**config.mk**
```make
export PLATFORM = sky130hd
export DESIGN_NAME = capture_compare_unit
export DESIGN_NICKNAME = d
export VERILOG_FILES = /design/src/rtl/capture_compare_pkg.sv /design/src/rtl/pin_edge_sync.sv /design/src/rtl/edge_divider.sv /design/src/rtl/capture_compare_unit.sv
export VERILOG_INCLUDE_DIRS = /design/src /design/src/rtl
export SDC_FILE = /design/constraint.sdc
export NUM_CORES = 1
export LEC_CHECK = 0
export ABC_AREA = 1
export BUFFER_PORTS_ARGS = -buffer_cell sky130_fd_sc_hd__buf_2
export CAP_MARGIN = 5
export CELL_PAD_IN_SITES_DETAIL_PLACEMENT = 1
export CELL_PAD_IN_SITES_GLOBAL_PLACEMENT = 1
export CORE_ASPECT_RATIO = 0.5
export CORE_MARGIN = 3
export CORE_UTILIZATION = 40
export CTS_BUF_LIST = sky130_fd_sc_hd__clkbuf_4 sky130_fd_sc_hd__clkbuf_8 sky130_fd_sc_hd__clkbuf_16
export CTS_CLUSTER_DIAMETER = 100
export DETAILED_ROUTE_END_ITERATION = 7
export PLACE_DENSITY_LB_ADDON = 0.1
export RECOVER_POWER = 25
export SETUP_SLACK_MARGIN = 0.15
export SKIP_CTS_REPAIR_TIMING = 1
export SLEW_MARGIN = 20
export SYNTH_ARGS = -nofsm -noshare
export SYNTH_HDL_FRONTEND = slang
export SYNTH_SLANG_ARGS = --single-unit
```
**constraint.sdc**
```tcl
create_clock -name aclk -period 5.2 [get_ports aclk]
set_input_delay 1.04 -clock aclk [delete_from_list [all_inputs] [get_ports aclk]]
set_output_delay 1.04 -clock aclk [all_outputs]
set_load 0.01 [all_outputs]
```
**src/rtl/capture_params.svh**
```systemverilog
`ifndef CAPTURE_PARAMS_SVH
`define CAPTURE_PARAMS_SVH

// ****************************************
// Register byte offsets
// ****************************************
`define OFF_CONTROL       8'h00
`define OFF_TIMER_SELECT  8'h04
`define OFF_CAPTURE       8'h08
`define OFF_COMPARE       8'h0c
`define OFF_STATUS        8'h10
`define OFF_MASK          8'h14

// ****************************************
// Field positions
// ****************************************
`define CTRL_EN_BIT       7
`define CTRL_OUT_BIT      5
`define CTRL_MODE_MSB     3
`define CTRL_MODE_LSB     0
`define TSEL_UNIT_ONE_MSB 1
`define TSEL_UNIT_ONE_LSB 0
`define STAT_FLAG_BIT     0

// ****************************************
// Reset values
// ****************************************
`define RST_CONTROL       8'h00
`define RST_TIMER_SELECT  8'h55
`define RST_COMPARE       16'h0000
`define RST_CAPTURE       16'h0000
`define RST_STATUS        1'b0
`define RST_MASK          1'b0

// ****************************************
// Edge counts and bus answers
// ****************************************
`define DIV_FOUR          5'd4
`define DIV_SIXTEEN       5'd16
`define RESP_OKAY         2'b00
`define RESP_SLVERR       2'b10

`endif

```
**src/rtl/capture_compare_pkg.sv**
```systemverilog
package capture_compare_pkg;

    typedef enum logic [3:0] {
        MODE_OFF        = 4'b0000,
        MODE_TOGGLE_CLR = 4'b0001,
        MODE_TOGGLE     = 4'b0010,
        MODE_CAP_ANY    = 4'b0011,
        MODE_CAP_FALL   = 4'b0100,
        MODE_CAP_RISE   = 4'b0101,
        MODE_CAP_DIV4   = 4'b0110,
        MODE_CAP_DIV16  = 4'b0111,
        MODE_SET        = 4'b1000,
        MODE_CLEAR      = 4'b1001,
        MODE_PULSE      = 4'b1010,
        MODE_PULSE_CLR  = 4'b1011,
        MODE_PWM_0      = 4'b1100,
        MODE_PWM_1      = 4'b1101,
        MODE_PWM_2      = 4'b1110,
        MODE_PWM_3      = 4'b1111
    } mode_e;

    typedef enum logic [1:0] {
        TIMER_RESERVED = 2'b00,
        TIMER_DEFAULT  = 2'b01,
        TIMER_THREE    = 2'b10,
        TIMER_FIVE     = 2'b11
    } timer_choice_e;

    typedef logic [15:0] timer_value_t;

endpackage : capture_compare_pkg

```
**src/rtl/pin_edge_sync.sv**
```systemverilog
`timescale 1ns/100ps
`default_nettype none

// ****************************************
// Three-stage pin synchroniser with edge pulses
// ****************************************
module pin_edge_sync (
    input  wire logic aclk,
    input  wire logic aresetn,
    input  wire logic pin,
    output logic      rise,
    output logic      fall
);
    logic stage1;
    logic stage2;
    logic stage3;
    logic stable;
    logic next_stable;
    logic next_rise;
    logic next_fall;

    // Change counts once stages two and three agree
    always_comb begin
        next_stable = stable;
        next_rise   = 1'b0;
        next_fall   = 1'b0;
        if (stage2 == stage3 && stage3 != stable) begin
            next_stable = stage3;
            next_rise   = stage3;
            next_fall   = ~stage3;
        end
    end

    always_ff @(posedge aclk) begin
        if (!aresetn) begin
            stage1 <= 1'b0;
            stage2 <= 1'b0;
            stage3 <= 1'b0;
            stable <= 1'b0;
            rise   <= 1'b0;
            fall   <= 1'b0;
        end else begin
            stage1 <= pin;
            stage2 <= stage1;
            stage3 <= stage2;
            stable <= next_stable;
            rise   <= next_rise;
            fall   <= next_fall;
        end
    end

endmodule : pin_edge_sync

`default_nettype wire

```
**src/rtl/edge_divider.sv**
```systemverilog
`timescale 1ns/100ps
`default_nettype none

// ****************************************
// Counts edges, ticks on every n-th one
// ****************************************
module edge_divider #(
    parameter int WIDTH = 5
) (
    input  wire logic             aclk,
    input  wire logic             aresetn,
    input  wire logic             restart,
    input  wire logic             edge_in,
    input  wire logic [WIDTH-1:0] divisor,
    output logic                  tick
);
    logic [WIDTH-1:0] count;
    logic [WIDTH-1:0] next_count;
    logic             next_tick;

    always_comb begin
        next_count = count;
        next_tick  = 1'b0;
        if (restart) begin
            next_count = '0;
        end else if (edge_in) begin
            if (count + 1'b1 == divisor) begin
                next_count = '0;
                next_tick  = 1'b1;
            end else begin
                next_count = count + 1'b1;
            end
        end
    end

    always_ff @(posedge aclk) begin
        if (!aresetn) begin
            count <= '0;
            tick  <= 1'b0;
        end else begin
            count <= next_count;
            tick  <= next_tick;
        end
    end

endmodule : edge_divider

`default_nettype wire

```
**src/rtl/capture_compare_unit.sv**
```systemverilog
`timescale 1ns/100ps
`default_nettype none
`include "capture_params.svh"

// What this block does
// - Capture and flag on any, falling, rising edge
// - Capture on every fourth or sixteenth rise
// - Toggle output on match; 0001 clears timer
// - Set or clear output on match, flag
// - Pulse output on match; 1011 clears timer
// - Mode zero or disable returns output low
// - Clear the currently selected timer, not default
module capture_compare_unit #(
    parameter int ADDR_W = 8
) (
    input  wire logic                              aclk,
    input  wire logic                              aresetn,
    input  wire logic [ADDR_W-1:0]                 s_axi_awaddr,
    input  wire logic                              s_axi_awvalid,
    output logic                                   s_axi_awready,
    input  wire logic [31:0]                       s_axi_wdata,
    input  wire logic [3:0]                        s_axi_wstrb,
    input  wire logic                              s_axi_wvalid,
    output logic                                   s_axi_wready,
    output logic [1:0]                             s_axi_bresp,
    output logic                                   s_axi_bvalid,
    input  wire logic                              s_axi_bready,
    input  wire logic [ADDR_W-1:0]                 s_axi_araddr,
    input  wire logic                              s_axi_arvalid,
    output logic                                   s_axi_arready,
    output logic [31:0]                            s_axi_rdata,
    output logic [1:0]                             s_axi_rresp,
    output logic                                   s_axi_rvalid,
    input  wire logic                              s_axi_rready,
    input  wire logic                              capture_input_pin,
    input  wire capture_compare_pkg::timer_value_t default_timer_value,
    input  wire capture_compare_pkg::timer_value_t timer_three_value,
    input  wire capture_compare_pkg::timer_value_t timer_five_value,
    output logic                                   compare_output,
    output logic                                   clear_default_timer,
    output logic                                   clear_timer_three,
    output logic                                   clear_timer_five,
    output logic                                   irq
);
    import capture_compare_pkg::*;

    localparam logic [2:0] IDX_CONTROL = 3'd0;
    localparam logic [2:0] IDX_TSEL    = 3'd1;
    localparam logic [2:0] IDX_CAPTURE = 3'd2;
    localparam logic [2:0] IDX_COMPARE = 3'd3;
    localparam logic [2:0] IDX_STATUS  = 3'd4;
    localparam logic [2:0] IDX_MASK    = 3'd5;
    localparam logic [2:0] IDX_NONE    = 3'd7;

    // ****************************************
    // Helpers
    // ****************************************
    function automatic logic [2:0] reg_index(input logic [ADDR_W-1:0] addr);
        logic [7:0] a;
        a = 8'(addr);
        case (a)
            `OFF_CONTROL:      reg_index = IDX_CONTROL;
            `OFF_TIMER_SELECT: reg_index = IDX_TSEL;
            `OFF_CAPTURE:      reg_index = IDX_CAPTURE;
            `OFF_COMPARE:      reg_index = IDX_COMPARE;
            `OFF_STATUS:       reg_index = IDX_STATUS;
            `OFF_MASK:         reg_index = IDX_MASK;
            default:           reg_index = IDX_NONE;
        endcase
    endfunction : reg_index

    function automatic logic [7:0] merge_byte(input logic [7:0] old_value,
                                              input logic [7:0] new_value,
                                              input logic       lane);
        merge_byte = lane ? new_value : old_value;
    endfunction : merge_byte

    // ****************************************
    // State
    // ****************************************
    logic [ADDR_W-1:0] aw_addr;
    logic              aw_held;
    logic [31:0]       w_data;
    logic [3:0]        w_strb;
    logic              w_held;
    logic              unit_enable;
    mode_e             mode;
    logic [7:0]        unit_timer_select;
    timer_value_t      compare_value;
    timer_value_t      captured_value;
    logic              unit_interrupt_flag;
    logic              flag_mask;
    logic              match_prev;

    logic [ADDR_W-1:0] next_aw_addr;
    logic              next_aw_held;
    logic [31:0]       next_w_data;
    logic [3:0]        next_w_strb;
    logic              next_w_held;
    logic              next_awready;
    logic              next_wready;
    logic [1:0]        next_bresp;
    logic              next_bvalid;
    logic              next_arready;
    logic [31:0]       next_rdata;
    logic [1:0]        next_rresp;
    logic              next_rvalid;
    logic              next_unit_enable;
    mode_e             next_mode;
    logic [7:0]        next_unit_timer_select;
    timer_value_t      next_compare_value;
    timer_value_t      next_captured_value;
    logic              next_unit_interrupt_flag;
    logic              next_flag_mask;
    logic              next_match_prev;
    logic              next_compare_output;
    logic              next_clear_default;
    logic              next_clear_three;
    logic              next_clear_five;
    logic              next_irq;

    logic              do_write;
    logic [2:0]        write_index;
    logic              control_write;
    logic              pin_rise;
    logic              pin_fall;
    logic              div_tick;
    logic [4:0]        divisor;
    timer_choice_e     unit_one_timer_choice;
    timer_value_t      selected_timer;
    logic              match_now;
    logic              match_rise;
    logic              capture_event;
    logic              unit_event;
    logic              clears_timer;

    // ****************************************
    // Input edge path
    // ****************************************
    pin_edge_sync u_pin_sync (
        .aclk    (aclk),
        .aresetn (aresetn),
        .pin     (capture_input_pin),
        .rise    (pin_rise),
        .fall    (pin_fall)
    );

    assign divisor = (mode == MODE_CAP_DIV16) ? `DIV_SIXTEEN : `DIV_FOUR;

    edge_divider #(
        .WIDTH (5)
    ) u_divider (
        .aclk    (aclk),
        .aresetn (aresetn),
        .restart (control_write),
        .edge_in (pin_rise),
        .divisor (divisor),
        .tick    (div_tick)
    );

    // ****************************************
    // Timer selection and match
    // ****************************************
    assign unit_one_timer_choice =
        timer_choice_e'(unit_timer_select[`TSEL_UNIT_ONE_MSB:`TSEL_UNIT_ONE_LSB]);

    always_comb begin
        case (unit_one_timer_choice)
            TIMER_THREE: selected_timer = timer_three_value;
            TIMER_FIVE:  selected_timer = timer_five_value;
            default:     selected_timer = default_timer_value;
        endcase
    end

    assign match_now  = unit_enable && (selected_timer == compare_value);
    assign match_rise = match_now && !match_prev;

    // ****************************************
    // Bus write and read handshake
    // ****************************************
    assign do_write      = aw_held && w_held && !s_axi_bvalid;
    assign write_index   = reg_index(aw_addr);
    assign control_write = do_write && write_index == IDX_CONTROL;

    always_comb begin
        next_aw_addr = aw_addr;
        next_aw_held = aw_held;
        next_w_data  = w_data;
        next_w_strb  = w_strb;
        next_w_held  = w_held;
        next_bresp   = s_axi_bresp;
        next_bvalid  = s_axi_bvalid;
        next_rdata   = s_axi_rdata;
        next_rresp   = s_axi_rresp;
        next_rvalid  = s_axi_rvalid;
        if (s_axi_awvalid && s_axi_awready) begin
            next_aw_addr = s_axi_awaddr;
            next_aw_held = 1'b1;
        end
        if (s_axi_wvalid && s_axi_wready) begin
            next_w_data = s_axi_wdata;
            next_w_strb = s_axi_wstrb;
            next_w_held = 1'b1;
        end
        if (s_axi_bvalid && s_axi_bready) begin
            next_bvalid = 1'b0;
        end
        if (do_write) begin
            next_aw_held = 1'b0;
            next_w_held  = 1'b0;
            next_bvalid  = 1'b1;
            next_bresp   = (write_index == IDX_NONE) ? `RESP_SLVERR : `RESP_OKAY;
        end
        if (s_axi_rvalid && s_axi_rready) begin
            next_rvalid = 1'b0;
        end
        if (s_axi_arvalid && s_axi_arready) begin
            next_rvalid = 1'b1;
            next_rresp  = `RESP_OKAY;
            case (reg_index(s_axi_araddr))
                IDX_CONTROL: next_rdata = {24'h000000, unit_enable, 1'b0, compare_output,
                                           1'b0, mode};
                IDX_TSEL:    next_rdata = {24'h000000, unit_timer_select};
                IDX_CAPTURE: next_rdata = {16'h0000, captured_value};
                IDX_COMPARE: next_rdata = {16'h0000, compare_value};
                IDX_STATUS:  next_rdata = {31'h00000000, unit_interrupt_flag};
                IDX_MASK:    next_rdata = {31'h00000000, flag_mask};
                default: begin
                    next_rdata = 32'h00000000;
                    next_rresp = `RESP_SLVERR;
                end
            endcase
        end
        next_awready = !next_aw_held;
        next_wready  = !next_w_held;
        next_arready = !next_rvalid;
    end

    always_ff @(posedge aclk) begin
        if (!aresetn) begin
            aw_addr       <= '0;
            aw_held       <= 1'b0;
            w_data        <= 32'h00000000;
            w_strb        <= 4'h0;
            w_held        <= 1'b0;
            s_axi_awready <= 1'b1;
            s_axi_wready  <= 1'b1;
            s_axi_bresp   <= `RESP_OKAY;
            s_axi_bvalid  <= 1'b0;
            s_axi_arready <= 1'b1;
            s_axi_rdata   <= 32'h00000000;
            s_axi_rresp   <= `RESP_OKAY;
            s_axi_rvalid  <= 1'b0;
        end else begin
            aw_addr       <= next_aw_addr;
            aw_held       <= next_aw_held;
            w_data        <= next_w_data;
            w_strb        <= next_w_strb;
            w_held        <= next_w_held;
            s_axi_awready <= next_awready;
            s_axi_wready  <= next_wready;
            s_axi_bresp   <= next_bresp;
            s_axi_bvalid  <= next_bvalid;
            s_axi_arready <= next_arready;
            s_axi_rdata   <= next_rdata;
            s_axi_rresp   <= next_rresp;
            s_axi_rvalid  <= next_rvalid;
        end
    end

    // ****************************************
    // Mode behaviour and registers
    // ****************************************
    always_comb begin
        capture_event = 1'b0;
        case (mode)
            MODE_CAP_ANY:   capture_event = pin_rise || pin_fall;
            MODE_CAP_FALL:  capture_event = pin_fall;
            MODE_CAP_RISE:  capture_event = pin_rise;
            MODE_CAP_DIV4:  capture_event = div_tick;
            MODE_CAP_DIV16: capture_event = div_tick;
            default:        capture_event = 1'b0;
        endcase
        capture_event = capture_event && unit_enable;
    end

    always_comb begin
        next_compare_output = compare_output;
        unit_event          = 1'b0;
        if (!unit_enable) begin
            next_compare_output = 1'b0;
        end else begin
            case (mode)
                MODE_OFF: begin
                    next_compare_output = 1'b0;
                end
                MODE_TOGGLE, MODE_TOGGLE_CLR: begin
                    next_compare_output = compare_output ^ match_rise;
                    unit_event          = match_rise;
                end
                MODE_SET: begin
                    next_compare_output = compare_output || match_rise;
                    unit_event          = match_rise;
                end
                MODE_CLEAR: begin
                    next_compare_output = compare_output && !match_rise;
                    unit_event          = match_rise;
                end
                MODE_PULSE, MODE_PULSE_CLR: begin
                    next_compare_output = match_rise;
                    unit_event          = match_rise;
                end
                MODE_PWM_0, MODE_PWM_1, MODE_PWM_2, MODE_PWM_3: begin
                    next_compare_output = selected_timer < compare_value;
                    unit_event          = match_rise;
                end
                default: begin
                    next_compare_output = 1'b0;
                    unit_event          = capture_event;
                end
            endcase
        end
    end

    // Timer clear follows the live selection
    assign clears_timer = match_rise &&
                          (mode == MODE_TOGGLE_CLR || mode == MODE_PULSE_CLR);

    always_comb begin
        next_unit_enable       = unit_enable;
        next_mode              = mode;
        next_unit_timer_select = unit_timer_select;
        next_compare_value     = compare_value;
        next_flag_mask         = flag_mask;
        next_captured_value    = captured_value;
        next_unit_interrupt_flag = unit_interrupt_flag;
        if (do_write) begin
            case (write_index)
                IDX_CONTROL: begin
                    if (w_strb[0]) begin
                        next_unit_enable = w_data[`CTRL_EN_BIT];
                        next_mode = mode_e'(w_data[`CTRL_MODE_MSB:`CTRL_MODE_LSB]);
                    end
                end
                IDX_TSEL: begin
                    next_unit_timer_select = merge_byte(unit_timer_select, w_data[7:0],
                                                        w_strb[0]);
                end
                IDX_COMPARE: begin
                    next_compare_value = {merge_byte(compare_value[15:8], w_data[15:8],
                                                     w_strb[1]),
                                          merge_byte(compare_value[7:0], w_data[7:0],
                                                     w_strb[0])};
                end
                IDX_STATUS: begin
                    if (w_strb[0] && w_data[`STAT_FLAG_BIT]) begin
                        next_unit_interrupt_flag = 1'b0;
                    end
                end
                IDX_MASK: begin
                    if (w_strb[0]) begin
                        next_flag_mask = w_data[0];
                    end
                end
                default: begin
                    next_flag_mask = flag_mask;
                end
            endcase
        end
        if (capture_event) begin
            next_captured_value = selected_timer;
        end
        // Event wins over a clear in the same cycle
        if (unit_event) begin
            next_unit_interrupt_flag = 1'b1;
        end
        next_match_prev    = match_now;
        next_clear_default = clears_timer && unit_one_timer_choice != TIMER_THREE
                             && unit_one_timer_choice != TIMER_FIVE;
        next_clear_three   = clears_timer && unit_one_timer_choice == TIMER_THREE;
        next_clear_five    = clears_timer && unit_one_timer_choice == TIMER_FIVE;
        next_irq           = next_unit_interrupt_flag && next_flag_mask;
    end

    always_ff @(posedge aclk) begin
        if (!aresetn) begin
            unit_enable         <= 1'(`RST_CONTROL >> `CTRL_EN_BIT);
            mode                <= MODE_OFF;
            unit_timer_select   <= `RST_TIMER_SELECT;
            compare_value       <= `RST_COMPARE;
            captured_value      <= `RST_CAPTURE;
            unit_interrupt_flag <= `RST_STATUS;
            flag_mask           <= `RST_MASK;
            match_prev          <= 1'b0;
            compare_output      <= 1'b0;
            clear_default_timer <= 1'b0;
            clear_timer_three   <= 1'b0;
            clear_timer_five    <= 1'b0;
            irq                 <= 1'b0;
        end else begin
            unit_enable         <= next_unit_enable;
            mode                <= next_mode;
            unit_timer_select   <= next_unit_timer_select;
            compare_value       <= next_compare_value;
            captured_value      <= next_captured_value;
            unit_interrupt_flag <= next_unit_interrupt_flag;
            flag_mask           <= next_flag_mask;
            match_prev          <= next_match_prev;
            compare_output      <= next_compare_output;
            clear_default_timer <= next_clear_default;
            clear_timer_three   <= next_clear_three;
            clear_timer_five    <= next_clear_five;
            irq                 <= next_irq;
        end
    end

endmodule : capture_compare_unit

`default_nettype wire

```
==> results.cfg, run 1 <==
[power]
peakVddDrop_v = 0.000217
seqPwrFrac_pct = 40.1
p_total_mw = 2.32
leakagePower_nw = 2.93
p_int_mw = 1.73
comb_power_share_pct = 7.8
clkPwrFrac_pct = 52.2
pwr_density_cell_mw_per_mm2 = 339
switching_share_pct = 25.2
p_switching_mw = 0.583

[final_layout]
layout_commonest_cell = nand2_1
antennaDiodeCount = 0
synthToLayoutAreaGrowth_pct = 22.3
post-route-util_pct = 52.0
drive_gt1_share_pct = 19.3
mostFrequentLayoutCells = 129 x nand2_1, 119 x nor2_1, 116 x dfxtp_1
instances_no_fill = 1077
layout.nets = 1008
final_area_mm2 = 0.00684
n_fill_cell = 1746

[yosys]
yosys_most_used_dff = dfxtp_1
synth_cell_types = 40
syn_inst = 764
ys_warn_count = 0
synth_edf_count = 0
syn-cell-area_mm2 = 0.00559
ys_ff_latch = 116
ys_async_sr_fraction_pct = 0
ys_seq_area_share_pct = 41.5
syn_area_per_cell_um2 = 7.32

[detailed_routing]
viasPerCell = 5.06
antenna_left = 0
first_iter_violations = 264
post-route-drc-count = 0
first_pass_iters = 5
wl_per_cell_um = 15.9
wl_um = 17100
num_vias = 5449

[place]
dp_hpwl_um = 12400
port-buffer-count = 117
dpl_cell_area_mm2 = 0.00625
dp.cells = 1045
gp_congestion = 0.887

[sta]
skew_ps = 17.7
tightestPinTransition_ps = 2680
hold_violations = 0
relSlewSlack_pct = -78.4
fin_crit_ps = 3730
post-route-period-util_pct = 71.8
rsz0062_at_grt = false
fin_tns_setup_ps = 0
drv_slew = 104
setup_violations = 0
clock.fmax_mhz = 268

[outcome]
violations = max-capacitance violations, max-slew violations
status = finished with violations

[clock_network]
cts-root-buf = clkbuf_16
numCtsBuffers = 17
cts-htree-levels = 4
clkSinkCount = 116
clock_latency_ps = 420
cts_tree = built
clk_pin_slew_ps = 60
cts.path.max_buffers = 2

[min_path]
min_path_type = register to register
min_to = u_pin_sync.stage2
holdCritStartpoint = u_pin_sync.stage1
holdPathStages = 2

[floorplanning]
die_y_um = 89.6
fp.coreArea_mm2 = 0.0131
die_w_um = 173
rows = 29
die_area_mm2 = 0.0155
io_pins = 154
start_util_pct = 42.6

[global_route]
grt_pass1_wl_um = 27500
grtUsageTotal_pct = 22.3
first_global_vias = 5519
grt.overflow.total = 0
antenna_found_initial = 0
grt_max_degree = 69

[critical_path]
required_ps = 5510
r2r_slack_ps = 1680
arrival_ps = 4040
start_kind = input port
r2r_cells = 18
worstReg2RegStart = unit_timer_select[1]
worstPathMaxFanout = 68
r2r-end = compare_output
critPathKind = input port to register
cp-end-kind = register

[job]
max_cap_violations = 2
-- registers in the layout (all words and copies together), names as in the netlist, 2 cells and up --
| signal | flops |
|---|---|
| s_axi_rdata | 16 |
| captured_value | 16 |
| u_divider.count | 5 |
| mode | 4 |
| aw_addr | 8 |
| w_data | 16 |
| compare_value | 16 |
| w_strb | 2 |
| unit_timer_select | 8 |
-- power groups by stage --
stage	combinational [mW]	sequential, mW	clock [mW]
6_report	0.181	0.928	1.21
5_1_grt	0.205	0.931	1.27
4_1_cts	0.181	0.928	1.23
3_5_place_dp	0.177	0.947	0
3_3_place_gp	0.171	0.946	0
2_1_floorplan	0.115	0.946	0
-- cell families (layout without fill, tap and decap cells) --
logic type | after synthesis | count (layout) | share of synthesized area (%)
mux | 1 | 1 | 0.179
other cells | 1 | 18 | 0.0671
xor+xnor | 3 | 3 | 0.470
buf+inv | 130 | 240 | 10.3
fa+ha+maj | 22 | 22 | 4.92
flops | 116 | 116 | 41.5
simple gates | 307 | 307 | 23.8
compound gates | 184 | 184 | 18.6
-- routing by layer --
metal	vias to the layer above	global-route usage, %	wire [um]
li1	2710	-	-
met1	2594	28.8	8180
met2	130	39.1	7790
met3	15	5.00	943
met4	0	5.44	176
met5	-	0	0
-- critical path: stages --
cell and delay [ps]:
clkbuf_1 120, clkbuf_1 1910, o31ai_2 540, a211oi_1 400
-- layout make-up --
class	instances	area, um2	area share [%]
inverter	87	327	4.78
sequential	116	2320	34.0
multi-input combinational	535	2750	40.3
tap	186	233	3.40
clock buffer	17	425	6.22
timing repair buffer	121	598	8.75
clock inverter	15	179	2.62
-- cells in the mapped netlist (all sizes together), types with 2 or more instances --
library cell | number | share of area, %
a211oi | 11 | 1.5
a21oi | 71 | 6.8
buf | 26 | 3.4
clkbuf | 17 | 1.1
clkinv | 2 | 0.13
dfxtp | 116 | 42
ha | 22 | 4.9
inv | 85 | 5.7
nand2 | 131 | 8.9
nand3 | 19 | 1.9
nand4 | 18 | 2.3
nor2 | 128 | 9.4
nor3 | 6 | 0.83
nor4 | 2 | 0.22
o211ai | 4 | 0.54
o21ai | 76 | 6.8
o22ai | 16 | 1.8
or2 | 2 | 0.22
xor2 | 3 | 0.47
-- worst max-delay path by stage --
stage | startpoint | end | slack [ps]
floorplan | default_timer_value[15] | compare_output | 2370
global route | aresetn | u_divider.count[0] | 1100
finish | aresetn | u_divider.count[0] | 1470
detailed placement | unit_timer_select[1] | compare_output | 1780
global placement | default_timer_value[15] | compare_output | 1860
CTS | unit_timer_select[1] | compare_output | 1710
-- metrics by stage --
step	setup slack, ps	hold slack [ps]
after detailed placement	1780	406
final	1470	431
after floorplan	2370	390
after CTS	1710	438
after global routing	1100	463
after global placement	1860	396
Power figures use the tool's default switching activity.
==> run 2, diff against run 1 <==
--- a/config.mk
+++ b/config.mk
@@ -6,14 +6,14 @@
 export SDC_FILE = /design/constraint.sdc
 export NUM_CORES = 1
 export LEC_CHECK = 0
-export ABC_AREA = 1
+export ABC_AREA = 0
 export BUFFER_PORTS_ARGS = -buffer_cell sky130_fd_sc_hd__buf_2
 export CAP_MARGIN = 5
 export CELL_PAD_IN_SITES_DETAIL_PLACEMENT = 1
 export CELL_PAD_IN_SITES_GLOBAL_PLACEMENT = 1
 export CORE_ASPECT_RATIO = 0.5
 export CORE_MARGIN = 3
-export CORE_UTILIZATION = 40
+export CORE_UTILIZATION = 35
 export CTS_BUF_LIST = sky130_fd_sc_hd__clkbuf_4 sky130_fd_sc_hd__clkbuf_8 sky130_fd_sc_hd__clkbuf_16
 export CTS_CLUSTER_DIAMETER = 100
 export DETAILED_ROUTE_END_ITERATION = 7
==> constraint.sdc (replaced) <==
create_clock -name aclk -period 3.15 [get_ports aclk]
set_input_delay 0.63 -clock aclk [delete_from_list [all_inputs] [get_ports aclk]]
set_output_delay 0.63 -clock aclk [all_outputs]
set_load 0.01 [all_outputs]
==> run 2 against run 1 <==
Against the previous run:
- the run now ends clean
- final area rose by 8.4%
- worst hold slack worse by 3.3 ps
- largest power group unchanged
- via count fell by 2.9%
==> results.cfg, run 2 <==
[outcome]
status = completed

[clock_network]
cts_tree = built
clkSinkCount = 116
cts-root-buf = clkbuf_16
clk_pin_slew_ps = 50
cts-htree-levels = 4
clock_latency_ps = 410
numCtsBuffers = 17
cts.path.max_buffers = 2

[global_route]
grt_max_degree = 62
first_global_vias = 5109
grtUsageTotal_pct = 18.7
antenna_found_initial = 0
grt_pass1_wl_um = 26500
grt.overflow.total = 0

[floorplanning]
io_pins = 154
start_util_pct = 36.5
fp.coreArea_mm2 = 0.0157
die_y_um = 96.4
rows = 32
die_w_um = 187
die_area_mm2 = 0.0180

[yosys]
syn_inst = 678
ys_seq_area_share_pct = 40.6
syn-cell-area_mm2 = 0.00572
yosysTopAreaCell = dfxtp_1
synth_commonest_cells = 116 x dfxtp_1, 97 x nand2_1, 74 x a21oi_1
synth_top_area_share_pct = 40.6
syn_area_per_cell_um2 = 8.44
synth_cell_types = 57
yosys_most_used_dff = dfxtp_1
ys_ff_latch = 116
synth_edf_count = 0
synth_area_leaders = dfxtp_1 41%, mux2i_1 11%, a21oi_1 6.5%
ys_async_sr_fraction_pct = 0
synth_most_common_cell = dfxtp_1
ys_warn_count = 0

[final_layout]
instances_no_fill = 1052
mostFrequentLayoutCells = 115 x dfxtp_1, 113 x buf_2, 97 x nand2_1
drive_gt1_share_pct = 26.0
synthToLayoutAreaGrowth_pct = 29.4
layout.nets = 948
layout_commonest_cell = dfxtp_1
multi_input_area_mm2 = 0.00315
seqCellArea_mm2 = 0.00233
antennaDiodeCount = 0
n_fill_cell = 1925
post-route-util_pct = 47.2
final_area_mm2 = 0.00741

[sta]
fin_tns_setup_ps = 0
drv_slew = 0
tightestPinTransition_ps = 1260
hold_violations = 0
skew_ps = 8.93
rsz0062_at_grt = true
fin_ws_ps = 131
post-route-period-util_pct = 95.8
fin_crit_ps = 3020
relSlewSlack_pct = 16.1
hold-worst-slack_ps = 428
setup_violations = 0
clock.fmax_mhz = 331

[critical_path]
start_kind = register
cpPeakStageDelay_ps = 390
slowest_stage = dfxtp_4
r2r_slack_ps = 130
cp_cell_sequence = buf_12, buf_8, mux2i_2, a21oi_2, ha_1, nand4_1, nor2_1, and4b_1, inv_2, ha_4, mux2_2, a21oi_2, o21ai_1, a31oi_1, o32ai_1
cp-end-kind = register
crit_buf_inv = 3
r2r-end = compare_output
critPathKind = register to register
cp_common_cell = a21oi_2
worstPathMaxFanout = 7
arrival_ps = 3290
r2r_cells = 15
worstReg2RegStart = unit_timer_select[0]
required_ps = 3420
path_delay_family = compound AO/OA/AOI/OAI gates

[place]
dp.cells = 1014
gp_congestion = 0.820
pre_cts_slack_ps = -194
port-buffer-count = 117
dpl_cell_area_mm2 = 0.00669
dp_hpwl_um = 12700

[power]
pwr_density_cell_mw_per_mm2 = 513
leakagePower_nw = 3.41
peakVddDrop_v = 0.000317
p_total_mw = 3.80

[detailed_routing]
wl_per_cell_um = 16.2
wl_um = 17000
antenna_left = 0
first_pass_iters = 4
viasPerCell = 5.03
first_iter_violations = 263
num_vias = 5290
post-route-drc-count = 0

[min_path]
min_to = u_pin_sync.stage1
holdPathStages = 2
min_path_type = input port to register
holdCritStartpoint = capture_input_pin

[job]
max_cap_violations = 0
==> run 2: final cells by class <==
cell class,instances,area share (%)
multi-input cells,494,42.6
flip-flops and latches,116,31.4
repair buffers,157,12.5
clock buffers,22,6.42
well taps,221,3.73
clock inverters,10,1.76
inverters,32,1.62
==> run 2: power breakdown <==
group          switching [mW]  leakage, nW  internal, mW  total, mW
Combinational           0.174         2.17         0.120      0.294
Sequential             0.0249        0.941          1.50       1.53
Clock                   0.679        0.300          1.30       1.98
Total                   0.877         3.41          2.92       3.80
==> run 2: logic make-up after synthesis <==
kind of cell	count (synthesis)	synth area share, %
multiplexers	67	11.8
XOR/XNOR	7	1.07
buffers and inverters	85	7.39
other	1	0.0655
adder cells (fa/ha/maj)	22	4.81
flip-flops	116	40.6
AND/OR/NAND/NOR	251	20.7
AO/OA/AOI/OAI	129	13.7
==> run 2: worst max path at each step <==
stage                                  to            startpoint  cells past startpoint
after floorplan            s_axi_rdata[1]       s_axi_araddr[5]                      7
after detailed placement  s_axi_rdata[12]       s_axi_araddr[5]                      8
after global placement    s_axi_rdata[10]       s_axi_araddr[5]                      8
after CTS                  compare_output  unit_timer_select[0]                     15
final                      compare_output  unit_timer_select[0]                     15
after global routing       compare_output  unit_timer_select[0]                     15
==> run 2: metal layers <==
metal	track usage, %	vias up	share of wire (%)
met2	29.6	111	43
met1	25.6	2560	51
li1	-	2608	-
met4	5.28	0	0.61
met3	4.54	11	4.8
met5	0	-	0
==> run 3, diff against run 2 <==
--- a/config.mk
+++ b/config.mk
@@ -17,6 +17,7 @@
 export CTS_BUF_LIST = sky130_fd_sc_hd__clkbuf_4 sky130_fd_sc_hd__clkbuf_8 sky130_fd_sc_hd__clkbuf_16
 export CTS_CLUSTER_DIAMETER = 100
 export DETAILED_ROUTE_END_ITERATION = 7
+export MAX_ROUTING_LAYER = met4
 export PLACE_DENSITY_LB_ADDON = 0.1
 export RECOVER_POWER = 25
 export SETUP_SLACK_MARGIN = 0.15
==> run 3 against run 2 <==
Against the previous run:
- combinational power about the same
- flip-flop and latch count did not move
- global-route usage increased by 0.55 points
- largest power group unchanged
- core utilization did not move
- highest routed layer unchanged
- worst setup slack improved by 2.5 ps
- via count shrank 0.38%
- register-to-register slack about the same
- cell count unchanged
- first-iteration DRC count down 10%
==> results.cfg, run 3 (synthesis gave the netlist of run 2 again) <==
[outcome]
status = completed

[global_route]
antenna_found_initial = 0
grt_pass1_wl_um = 26400
grt_max_degree = 62
first_global_vias = 5118
grtUsageTotal_pct = 19.2
grt.overflow.total = 0

[sta]
fin_crit_ps = 3020
clock.fmax_mhz = 332
post-route-period-util_pct = 95.8
rsz0062_at_grt = true
fin_ws_ps = 134
drv_slew = 0
hold_violations = 0
skew_ps = 8.99
setup_violations = 0
hold-worst-slack_ps = 426
relSlewSlack_pct = 16.3
tightestPinTransition_ps = 1260

[final_layout]
mostFrequentLayoutCells = 115 x dfxtp_1, 113 x buf_2, 97 x nand2_1
n_fill_cell = 1925
post-route-util_pct = 47.2
synthToLayoutAreaGrowth_pct = 29.4
layout_commonest_cell = dfxtp_1
antennaDiodeCount = 0
drive_gt1_share_pct = 26.0
layout.nets = 948
instances_no_fill = 1052

[detailed_routing]
wl_um = 17000
num_vias = 5270
post-route-drc-count = 0
first_iter_violations = 236
viasPerCell = 5.01
wl_per_cell_um = 16.2
first_pass_iters = 4
antenna_left = 0

[power]
pwr_density_cell_mw_per_mm2 = 513
peakVddDrop_v = 0.000319
p_total_mw = 3.80
leakagePower_nw = 3.41

[critical_path]
arrival_ps = 3290
cpPeakStageDelay_ps = 390
cp_common_cell = a21oi_2
start_kind = register
critPathKind = register to register
cp_cell_sequence = buf_12, buf_8, mux2i_2, a21oi_2, ha_1, nand4_1, nor2_1, and4b_1, inv_2, ha_4, mux2_2, a21oi_2, o21ai_1, a31oi_1, o32ai_1
slowest_stage = dfxtp_4
required_ps = 3420
cp-end-kind = register
worstPathMaxFanout = 7

[min_path]
min_path_type = input port to register

[place]
pre_cts_slack_ps = -194
dp_hpwl_um = 12700
dp.cells = 1014
gp_congestion = 0.833
port-buffer-count = 117

[clock_network]
cts_tree = built
numCtsBuffers = 17
clk_pin_slew_ps = 50
clkSinkCount = 116
clock_latency_ps = 410
cts-root-buf = clkbuf_16
cts.path.max_buffers = 2
cts-htree-levels = 4

[floorplanning]
fp.coreArea_mm2 = 0.0157
die_y_um = 96.4
start_util_pct = 36.5
die_w_um = 187
rows = 32
io_pins = 154
die_area_mm2 = 0.0180

[job]
max_cap_violations = 0
## run 3: cell counts in the layout (fill, tap and decap cells not counted)
No cell type changed its count.
## run 3: cell type report
| type | count | area (um2) | share of cell area (%) |
|---|---|---|---|
| Multi-Input combinational cell | 494 | 3150 | 42.6 |
| Clock buffer | 22 | 475 | 6.42 |
| Tap cell | 221 | 277 | 3.73 |
| Timing Repair Buffer | 157 | 928 | 12.5 |
| Sequential cell | 116 | 2330 | 31.4 |
| Inverter | 32 | 120 | 1.62 |
| Clock inverter | 10 | 130 | 1.76 |
## run 3: final timing paths
kind,slack (ps),cells past startpoint,to,start
max,130,15,compare_output,unit_timer_select[0]
max reg2reg,130,15,compare_output,unit_timer_select[0]
min,430,2,u_pin_sync.stage1,capture_input_pin
min reg2reg,430,1,u_pin_sync.stage2,u_pin_sync.stage1
## run 3: power breakdown
part / internal [mW] / total [mW] / switching, mW
clock: 1.30 / 1.99 / 0.682
combinational: 0.120 / 0.293 / 0.173
sequential: 1.50 / 1.52 / 0.0245
total: 2.92 / 3.80 / 0.880
## run 3: through the flow
| step | setup TNS (ps) | instance area [um2] |
|---|---|---|
| 2_1_floorplan | 0 | 5850 |
| 3_3_place_gp | -1840 | 6690 |
| 3_5_place_dp | -2300 | 6690 |
| 4_1_cts | -5.47 | 7300 |
| 5_1_grt | -3.13 | 7410 |
| 6_report | 0 | 7410 |
## run 3: critical path, delay by kind of cell (launching register included)
family / cells / cell delay [ps]
multiplexers: 2 / 510
AND/OR/NAND/NOR: 3 / 530
adder cells (fa/ha/maj): 2 / 530
buffers and inverters: 3 / 360
flip-flops: 1 / 390
AO/OA/AOI/OAI: 5 / 570
## run 3: routing by layer
metal	global-route usage, %	up-vias	share of wire, %
met3	4.40	7	5.6
met1	25.7	2532	50
met4	5.28	0	0.34
li1	-	2610	-
met5	-	-	0
met2	29.7	121	44
